<file path="src/shared/supply_query_cfg.svh">
// Register offsets, field positions, reset values and codes for the query engine
`ifndef SUPPLY_QUERY_CFG_SVH
`define SUPPLY_QUERY_CFG_SVH

`define ADDR_LIVE_STATUS 8'h00
`define ADDR_STICKY_STATUS 8'h04
`define ADDR_FAULT 8'h08
`define ADDR_FAULT_ENABLE 8'h0c
`define ADDR_MASK_CMD 8'h10
`define ADDR_FAULT_ENABLE_QUERY_CMD 8'h14
`define ADDR_ERROR 8'h18
`define ADDR_AUX 8'h1c
`define ADDR_CONTROL 8'h20
`define ADDR_CLEAR_PON 8'h24
`define ADDR_CAL_CMD 8'h28
`define ADDR_FW_VERSION 8'h2c
`define ADDR_IRQ_STATUS 8'h30
`define ADDR_IRQ_MASK 8'h34

`define AUX_ONE_BIT 0
`define AUX_TWO_BIT 1
`define CTRL_SRQ_BIT 0
`define CTRL_CAL_BIT 1
`define CTRL_OUT_BIT 2
`define CTRL_HOLD_BIT 3
`define IRQ_FAULT_BIT 0
`define IRQ_ERROR_BIT 1
`define IRQ_CAL_DONE_BIT 2

`define BCD_LSB 16
`define FW_SLAVE_LSB 16

`define AUX_RESET 2'h0
`define CTRL_RESET 4'h0
`define FAULT_ENABLE_RESET 8'h00
`define IRQ_MASK_RESET 3'h0

`define ERR_NONE 8'h00
`define ERR_CAL_NOT_ENABLED 8'h01
`define ERR_CAL_BAD_CODE 8'h02

`endif

</file>
<file path="src/shared/supply_query_pkg.sv">
// Types shared by the supply status query engine
package supply_query_pkg;
   typedef logic [7:0] addr_t;
   typedef logic [31:0] word_t;
   typedef logic [7:0] err_code_t;
   typedef enum logic [2:0] {
      CAL_NONE,
      CAL_CURR_HIGH,
      CAL_CURR_LOW,
      CAL_CURR_COMPUTE,
      CAL_VREAD_HIGH,
      CAL_VREAD_LOW,
      CAL_VREAD_COMPUTE
   } cal_cmd_t;
endpackage

</file>
<file path="src/core/supply_status_query_engine.sv">
// Status, fault, error and auxiliary query engine behind a register port
`timescale 1ns/100ps
`include "supply_query_cfg.svh"
module supply_status_query_engine #(
   parameter int STATUS_W = 8,
   parameter logic [15:0] MASTER_VERSION = 16'h0101,
   parameter logic [15:0] SLAVE_VERSION = 16'h0102
) (
   input wire logic clk_in,
   input wire logic rst_in,
   input wire supply_query_pkg::addr_t addr_in,
   input wire supply_query_pkg::word_t wdata_in,
   input wire logic wr_in,
   input wire logic rd_in,
   output supply_query_pkg::word_t rdata_out,
   input wire logic [STATUS_W-1:0] status_in,
   input wire logic err_valid_in,
   input wire supply_query_pkg::err_code_t err_code_in,
   output logic aux_one_n_out,
   output logic aux_two_n_out,
   output logic srq_enable_out,
   output logic cal_mode_out,
   output logic output_enable_out,
   output logic hold_mode_out,
   output logic clear_pon_out,
   output supply_query_pkg::cal_cmd_t cal_cmd_out,
   output logic cal_strobe_out,
   output logic irq_out
);
   import supply_query_pkg::*;

   localparam int IRQ_W = 3;

   // BCD conversion is sized for three digits
   if (STATUS_W < 1 || STATUS_W > 8) begin : g_width_check
      $error("STATUS_W must lie between 1 and 8");
   end

   logic [STATUS_W-1:0] sticky_reg;
   logic [STATUS_W-1:0] fault_reg;
   logic [STATUS_W-1:0] fault_enable_reg;
   err_code_t err_reg;
   logic [1:0] aux_reg;
   logic [3:0] ctrl_reg;
   logic [IRQ_W-1:0] irq_status_reg;
   logic [IRQ_W-1:0] irq_mask_reg;
   word_t rdata_reg;

   logic wr_mask;
   logic wr_fault_enable_query;
   logic wr_enable;
   logic wr_aux;
   logic wr_ctrl;
   logic wr_clear;
   logic wr_cal;
   logic wr_irq_status;
   logic wr_irq_mask;
   logic rd_live;
   logic rd_sticky;
   logic rd_fault;
   logic rd_enable;
   logic rd_error;
   logic rd_aux;
   logic rd_ctrl;
   logic rd_fw;
   logic rd_irq_status;
   logic rd_irq_mask;
   logic [IRQ_W-1:0] irq_event;
   word_t rdata_next;
   logic [STATUS_W-1:0] wbits;
   logic [STATUS_W-1:0] fault_set;
   logic cal_code_ok;
   logic cal_accept;
   logic cal_reject;
   err_code_t cal_err;

   // Three-digit double dabble
   function automatic logic [11:0] to_bcd(input logic [7:0] bin);
      logic [19:0] sh;
      sh = {12'h000, bin};
      for (int i = 0; i < 8; i++) begin
         if (sh[11:8] > 4'h4) begin
            sh[11:8] = sh[11:8] + 4'h3;
         end
         if (sh[15:12] > 4'h4) begin
            sh[15:12] = sh[15:12] + 4'h3;
         end
         if (sh[19:16] > 4'h4) begin
            sh[19:16] = sh[19:16] + 4'h3;
         end
         sh = {sh[18:0], 1'b0};
      end
      return sh[19:8];
   endfunction

   function automatic word_t status_word(input logic [STATUS_W-1:0] v);
      logic [7:0] b;
      word_t w;
      b = 8'h00;
      b[STATUS_W-1:0] = v;
      w = '0;
      w[7:0] = b;
      w[`BCD_LSB +: 12] = to_bcd(b);
      return w;
   endfunction

   always_comb begin
      wr_mask = 1'b0;
      wr_fault_enable_query = 1'b0;
      wr_enable = 1'b0;
      wr_aux = 1'b0;
      wr_ctrl = 1'b0;
      wr_clear = 1'b0;
      wr_cal = 1'b0;
      wr_irq_status = 1'b0;
      wr_irq_mask = 1'b0;
      if (wr_in) begin
         if (addr_in == `ADDR_MASK_CMD) begin
            wr_mask = 1'b1;
         end else if (addr_in == `ADDR_FAULT_ENABLE_QUERY_CMD) begin
            wr_fault_enable_query = 1'b1;
         end else if (addr_in == `ADDR_FAULT_ENABLE) begin
            wr_enable = 1'b1;
         end else if (addr_in == `ADDR_AUX) begin
            wr_aux = 1'b1;
         end else if (addr_in == `ADDR_CONTROL) begin
            wr_ctrl = 1'b1;
         end else if (addr_in == `ADDR_CLEAR_PON) begin
            wr_clear = 1'b1;
         end else if (addr_in == `ADDR_CAL_CMD) begin
            wr_cal = 1'b1;
         end else if (addr_in == `ADDR_IRQ_STATUS) begin
            wr_irq_status = 1'b1;
         end else if (addr_in == `ADDR_IRQ_MASK) begin
            wr_irq_mask = 1'b1;
         end
      end
   end

   // Read selects; rdata is zero when none is high
   always_comb begin
      rd_live = 1'b0;
      rd_sticky = 1'b0;
      rd_fault = 1'b0;
      rd_enable = 1'b0;
      rd_error = 1'b0;
      rd_aux = 1'b0;
      rd_ctrl = 1'b0;
      rd_fw = 1'b0;
      rd_irq_status = 1'b0;
      rd_irq_mask = 1'b0;
      if (rd_in) begin
         if (addr_in == `ADDR_LIVE_STATUS) begin
            rd_live = 1'b1;
         end else if (addr_in == `ADDR_STICKY_STATUS) begin
            rd_sticky = 1'b1;
         end else if (addr_in == `ADDR_FAULT) begin
            rd_fault = 1'b1;
         end else if (addr_in == `ADDR_FAULT_ENABLE) begin
            rd_enable = 1'b1;
         end else if (addr_in == `ADDR_ERROR) begin
            rd_error = 1'b1;
         end else if (addr_in == `ADDR_AUX) begin
            rd_aux = 1'b1;
         end else if (addr_in == `ADDR_CONTROL) begin
            rd_ctrl = 1'b1;
         end else if (addr_in == `ADDR_FW_VERSION) begin
            rd_fw = 1'b1;
         end else if (addr_in == `ADDR_IRQ_STATUS) begin
            rd_irq_status = 1'b1;
         end else if (addr_in == `ADDR_IRQ_MASK) begin
            rd_irq_mask = 1'b1;
         end
      end
   end

   assign wbits = wdata_in[STATUS_W-1:0];

   assign fault_set = status_in & fault_enable_reg;

   assign cal_code_ok = (wdata_in[2:0] != 3'h0) && (wdata_in[2:0] != 3'h7);
   assign cal_accept = wr_cal && ctrl_reg[`CTRL_CAL_BIT] && cal_code_ok;
   assign cal_reject = wr_cal && !cal_accept;
   assign cal_err = ctrl_reg[`CTRL_CAL_BIT] ? `ERR_CAL_BAD_CODE
                                            : `ERR_CAL_NOT_ENABLED;

   // sticky capture, new set beats read clear
   always_ff @(posedge clk_in or posedge rst_in) begin
      if (rst_in) begin
         sticky_reg <= '0;
      end else if (rd_sticky) begin
         sticky_reg <= status_in;
      end else begin
         sticky_reg <= sticky_reg | status_in;
      end
   end

   always_ff @(posedge clk_in or posedge rst_in) begin
      if (rst_in) begin
         fault_enable_reg <= STATUS_W'(`FAULT_ENABLE_RESET);
      end else if (wr_enable) begin
         fault_enable_reg <= wbits;
      end else if (wr_mask) begin
         fault_enable_reg <= fault_enable_reg & ~wbits;
      end else if (wr_fault_enable_query) begin
         fault_enable_reg <= fault_enable_reg | wbits;
      end
   end

   // clear empties faults; live faults reappear at once
   always_ff @(posedge clk_in or posedge rst_in) begin
      if (rst_in) begin
         fault_reg <= '0;
      end else if (wr_clear) begin
         fault_reg <= fault_set;
      end else begin
         fault_reg <= fault_reg | fault_set;
      end
   end

   // latest error kept, arrival beats read clear
   always_ff @(posedge clk_in or posedge rst_in) begin
      if (rst_in) begin
         err_reg <= `ERR_NONE;
      end else if (err_valid_in) begin
         err_reg <= err_code_in;
      end else if (cal_reject) begin
         err_reg <= cal_err;
      end else if (rd_error) begin
         err_reg <= `ERR_NONE;
      end
   end

   always_ff @(posedge clk_in or posedge rst_in) begin
      if (rst_in) begin
         aux_reg <= `AUX_RESET;
      end else if (wr_clear) begin
         aux_reg <= `AUX_RESET;
      end else if (wr_aux) begin
         aux_reg <= wdata_in[1:0];
      end
   end

   always_ff @(posedge clk_in or posedge rst_in) begin
      if (rst_in) begin
         ctrl_reg <= `CTRL_RESET;
      end else if (wr_clear) begin
         ctrl_reg <= `CTRL_RESET;
         ctrl_reg[`CTRL_CAL_BIT] <= ctrl_reg[`CTRL_CAL_BIT];
      end else if (wr_ctrl) begin
         ctrl_reg <= wdata_in[3:0];
      end
   end

   always_ff @(posedge clk_in or posedge rst_in) begin
      if (rst_in) begin
         cal_cmd_out <= CAL_NONE;
         cal_strobe_out <= 1'b0;
      end else begin
         cal_strobe_out <= cal_accept;
         if (cal_accept) begin
            cal_cmd_out <= cal_cmd_t'(wdata_in[2:0]);
         end
      end
   end

   always_ff @(posedge clk_in or posedge rst_in) begin
      if (rst_in) begin
         clear_pon_out <= 1'b0;
      end else begin
         clear_pon_out <= wr_clear;
      end
   end

   // Status flop sees each event in the same cycle it happens
   always_comb begin
      irq_event = '0;
      irq_event[`IRQ_FAULT_BIT] = |(fault_set & ~fault_reg);
      irq_event[`IRQ_ERROR_BIT] = err_valid_in || cal_reject;
      irq_event[`IRQ_CAL_DONE_BIT] = cal_accept;
   end

   // Events beat a write-one clear
   always_ff @(posedge clk_in or posedge rst_in) begin
      if (rst_in) begin
         irq_status_reg <= '0;
      end else if (wr_irq_status) begin
         irq_status_reg <= (irq_status_reg & ~wdata_in[IRQ_W-1:0])
                           | irq_event;
      end else begin
         irq_status_reg <= irq_status_reg | irq_event;
      end
   end

   always_ff @(posedge clk_in or posedge rst_in) begin
      if (rst_in) begin
         irq_mask_reg <= `IRQ_MASK_RESET;
      end else if (wr_irq_mask) begin
         irq_mask_reg <= wdata_in[IRQ_W-1:0];
      end
   end

   // Read data valid only in the cycle after the strobe
   always_comb begin
      rdata_next = '0;
      if (rd_live) begin
         rdata_next = status_word(status_in);
      end else if (rd_sticky) begin
         rdata_next = status_word(sticky_reg | status_in);
      end else if (rd_fault) begin
         rdata_next = status_word(fault_reg);
      end else if (rd_enable) begin
         rdata_next = status_word(fault_enable_reg);
      end else if (rd_error) begin
         rdata_next = {24'h000000, err_reg};
      end else if (rd_aux) begin
         rdata_next = {30'h0, aux_reg};
      end else if (rd_ctrl) begin
         rdata_next = {28'h0000000, ctrl_reg};
      end else if (rd_fw) begin
         rdata_next = {SLAVE_VERSION, MASTER_VERSION};
      end else if (rd_irq_status) begin
         rdata_next = {29'h0, irq_status_reg};
      end else if (rd_irq_mask) begin
         rdata_next = {29'h0, irq_mask_reg};
      end
   end

   // Zero between reads keeps a stale word off the port
   always_ff @(posedge clk_in or posedge rst_in) begin
      if (rst_in) begin
         rdata_reg <= '0;
      end else begin
         rdata_reg <= rdata_next;
      end
   end

   assign rdata_out = rdata_reg;
   assign aux_one_n_out = ~aux_reg[`AUX_ONE_BIT];
   assign aux_two_n_out = ~aux_reg[`AUX_TWO_BIT];
   assign srq_enable_out = ctrl_reg[`CTRL_SRQ_BIT];
   assign cal_mode_out = ctrl_reg[`CTRL_CAL_BIT];
   assign output_enable_out = ctrl_reg[`CTRL_OUT_BIT];
   assign hold_mode_out = ctrl_reg[`CTRL_HOLD_BIT];
   // Level interrupt, no latency beyond the status flop
   assign irq_out = |(irq_status_reg & irq_mask_reg);
endmodule

</file>
<file path="config.mk">
export PLATFORM = sky130hd
export DESIGN_NAME = supply_status_query_engine
export DESIGN_NICKNAME = d
export VERILOG_FILES = /design/src/shared/supply_query_pkg.sv /design/src/core/supply_status_query_engine.sv
export VERILOG_INCLUDE_DIRS = /design/src /design/src/shared
export SDC_FILE = /design/constraint.sdc
export NUM_CORES = 1
export LEC_CHECK = 0
export CORE_MARGIN = 8
export CORE_UTILIZATION = 50
export CTS_BUF_LIST = sky130_fd_sc_hd__clkbuf_2
export CTS_CLUSTER_DIAMETER = 50
export DETAILED_ROUTE_END_ITERATION = 6
export DONT_BUFFER_PORTS = 1
export GPL_TIMING_DRIVEN = 0
export PLACE_DENSITY = 0.65
export SLEW_MARGIN = 20
export SYNTH_ARGS = -nofsm -noshare
export SYNTH_HDL_FRONTEND = slang
export SYNTH_SLANG_ARGS = --single-unit
</file>
<file path="constraint.sdc">
create_clock -name clk_in -period 13.68 [get_ports clk_in]
set_input_delay 0.684 -clock clk_in [delete_from_list [all_inputs] [get_ports clk_in]]
set_output_delay 0.684 -clock clk_in [all_outputs]
set_load 0.03 [all_outputs]
</file>
==> metrics.txt <==
remaining global-route overflow 0; Largest stage delay, worst path 0.57 ns; share of layout cells above drive strength 1 8.60%; Crit-path slowest cell nor4_1; Die Area 0.0180 mm2; worst slack at placement 6.87 ns; clock latency on the worst-skew pair 0.58 ns; most frequent cells after synthesis 94 x nand2_1, 81 x nor2_1, 68 x dfrtp_1; H-tree Lvls 3; Final Net Count 1022; largest net degree at the start of global routing 46; wire length of the first global-routing pass 34.3 mm; sequential cell area 0.00170 mm2; Top Ports 105; clk root buf clkbuf_2; final count of hold timing violations 0; Netlist cell types 93; R2R Setup Slk 6.99 ns; Tightest Hold Check Type in2reg; peak supply drop 47.6 uV; Placeable Area 0.0138 mm2; via/cell ratio 6.42; pwr dens 87.2 mW/mm2; CTS buffer count 9; clock sink count 68; CTS clk-pin slew, worst paths 0.24 ns; WL final 21.8 mm; #FFs+latches synth 68; FFs w/ async S/R, synth 100%; Syn Area/Cell 7.97 um2; die width 134 um; critical path type reg2reg; EDFF count, synth 0; initial antenna violation count 0; count leader, synth nand2_1; Ant. Diodes 0; CP endpoint kind register; antenna violation net count after detailed routing 0; Leak 3.31 nW; number of max-cap violations 0; post-route clock period utilization 48.9%; dominant cell type by count on the critical path ha_1; setup ws final 6.99 ns; Worst Path Arrival 7.17 ns; multi-input logic area 0.00488 mm2; yosys warns 0; row count 43; fin crit period 6.69 ns; routability congestion estimate from global placement 0.951; status complete, no violations; Synth Flop Type dfrtp_1; Cell Area, Synth 0.00700 mm2; critical path launch point type register; Layout fillers 1360; initial DRC count 733; unrepaired setup endpoints after global routing false; post-CTS setup buffer count 0; total negative slack 0 ns; largest cells by area after synthesis dfrtp_1 24%, ha_1 10%, nand2_1 5.0%, a21oi_1 4.7%, nor2_1 4.3%; skew final 0.0535 ns; Highest Clock Rate 149 MHz; # port buffers 0; DR vias 6978; Max Slew Vio Count 0; delay-heaviest family, CP simple AND/OR/NAND/NOR gates; synthesis-to-layout area growth 5.95%; CP Max Fanout 9; Pre-antenna DRT Iters 6; initial cell density of the core 50.8%; Final setup viols 0; post-DP HPWL 17.2 mm; Slew HR 41.7%; Buf/Inv on CP 4; Die H 134 um; TritonCTS clock tree yes; cells after synthesis 878; DRC Markers 0; total track usage 23.7%; vias in the first global route 6569; worst slew pin tran 0.868 ns; Seq/Total Area, Yosys 24.3%; Bufs on Longest Clock Path 2; WP data required 14.16 ns; Synth area leader dfrtp_1; drt wl/cell 20.1 um; top-area cell type share of the netlist area 24.3%
[cell type report]
| cell class | instances | share of cell area, % |
|---|---|---|
| Buffer | 50 | 3.58 |
| Timing Repair Buffer | 2 | 0.506 |
| Clock buffer | 11 | 0.742 |
| Tap cell | 180 | 3.04 |
| Sequential cell | 68 | 22.9 |
| Multi-Input combinational cell | 718 | 65.7 |
| Clock inverter | 4 | 0.692 |
| Inverter | 54 | 2.77 |
[stage by stage]
step	std cells	power, mW	instance area, um2	hold WS [ns]	utilization [%]
2_1_floorplan	890	0.460	7050	0.449	-
3_3_place_gp	1070	0.510	7270	0.459	52.8
3_5_place_dp	1071	0.522	7300	0.466	53.0
4_1_cts	1087	0.648	7420	0.105	53.9
5_1_grt	1087	0.692	7420	0.145	53.9
6_report	1087	0.647	7420	0.167	53.9
[per-layer routing]
layer | GRT usage (%) | part of all wire, % | up-vias | routed length [um]
met5 | 0 | 0 | - | 0
met2 | 38.3 | 46 | 277 | 10000
li1 | - | - | 3295 | -
met3 | 3.93 | 6.9 | 46 | 1510
met4 | 9.61 | 3.2 | 0 | 691
met1 | 30.9 | 44 | 3360 | 9570
[cell families after synthesis]
| family | Yosys count | share of synthesized area (%) |
|---|---|---|
| AND/OR/NAND/NOR | 313 | 21.9 |
| AO/OA/AOI/OAI | 271 | 27.4 |
| buffers and inverters | 104 | 6.68 |
| flip-flops | 68 | 24.3 |
| adder cells (fa/ha/maj) | 59 | 10.5 |
| multiplexers | 44 | 6.63 |
| XOR/XNOR | 18 | 2.56 |
| other | 1 | 0.0536 |
[worst register-to-register path, stage by stage, from the launching register on]
cell,delay [ns]
dfrtp_1,0.53
nor2_1,0.18
ha_1,0.20
inv_1,0.07
ha_1,0.20
or3_1,0.41
nand2_1,0.20
ha_1,0.18
a21oi_1,0.04
a21oi_1,0.19
xnor2_1,0.15
ha_1,0.23
clkbuf_1,0.20
or4_1,0.56
o41ai_2,0.11
nor2_1,0.21
o31ai_1,0.38
inv_1,0.12
ha_1,0.24
nor4_1,0.57
nor3_2,0.13
xnor2_1,0.20
ha_1,0.24
inv_1,0.10
o211ai_1,0.21
and4_1,0.29
nor4_1,0.25
a22o_1,0.19
[power by group]
| group | internal [mW] | total, mW | switching, mW |
|---|---|---|---|
| Clock | 0.0427 | 0.120 | 0.0774 |
| Sequential | 0.210 | 0.222 | 0.0119 |
| Combinational | 0.119 | 0.305 | 0.186 |
| Total | 0.372 | 0.647 | 0.275 |
[final timing paths]
kind                                  to           from  cells after the start
max reg2reg                rdata_out[17]  sticky_reg[5]                     27
min                        sticky_reg[0]   status_in[0]                      1
max                        rdata_out[17]  sticky_reg[5]                     27
min reg2reg                sticky_reg[0]  sticky_reg[0]                      1
max in group asynchronous   fault_reg[2]         rst_in                      3
min in group asynchronous  sticky_reg[5]         rst_in                      2
[cells in the final DEF, fill, tap and decap left out, types with 6 or more instances in the layout]
cell type and count:
a2111oi_0 8, a211o_1 7, a211oi_1 15, a21o_1 12, a21oi_1 66, a222oi_1 6, a22o_1 7, a31oi_1 9
and3_1 10, buf_4 13, clkbuf_1 28, clkbuf_2 11, conb_1 13, dfrtp_1 68, ha_1 58, inv_1 53
mux2_2 14, mux2i_1 28, nand2_1 94, nand2b_1 10, nand3_1 23, nand4_1 7, nor2_1 81, nor2b_1 7
nor3_1 19, nor3b_1 6, nor4_1 10, o211ai_1 8, o21ai_0 48, o31ai_1 9, or2_2 8, or3_1 12
xnor2_1 15
[repair_timing]
item                                   CTS  global route
endpoints found under the hold margin   23             0
hold buffers                             1             0
resized for setup                        0             0
(Power assumes the default switching activity.)
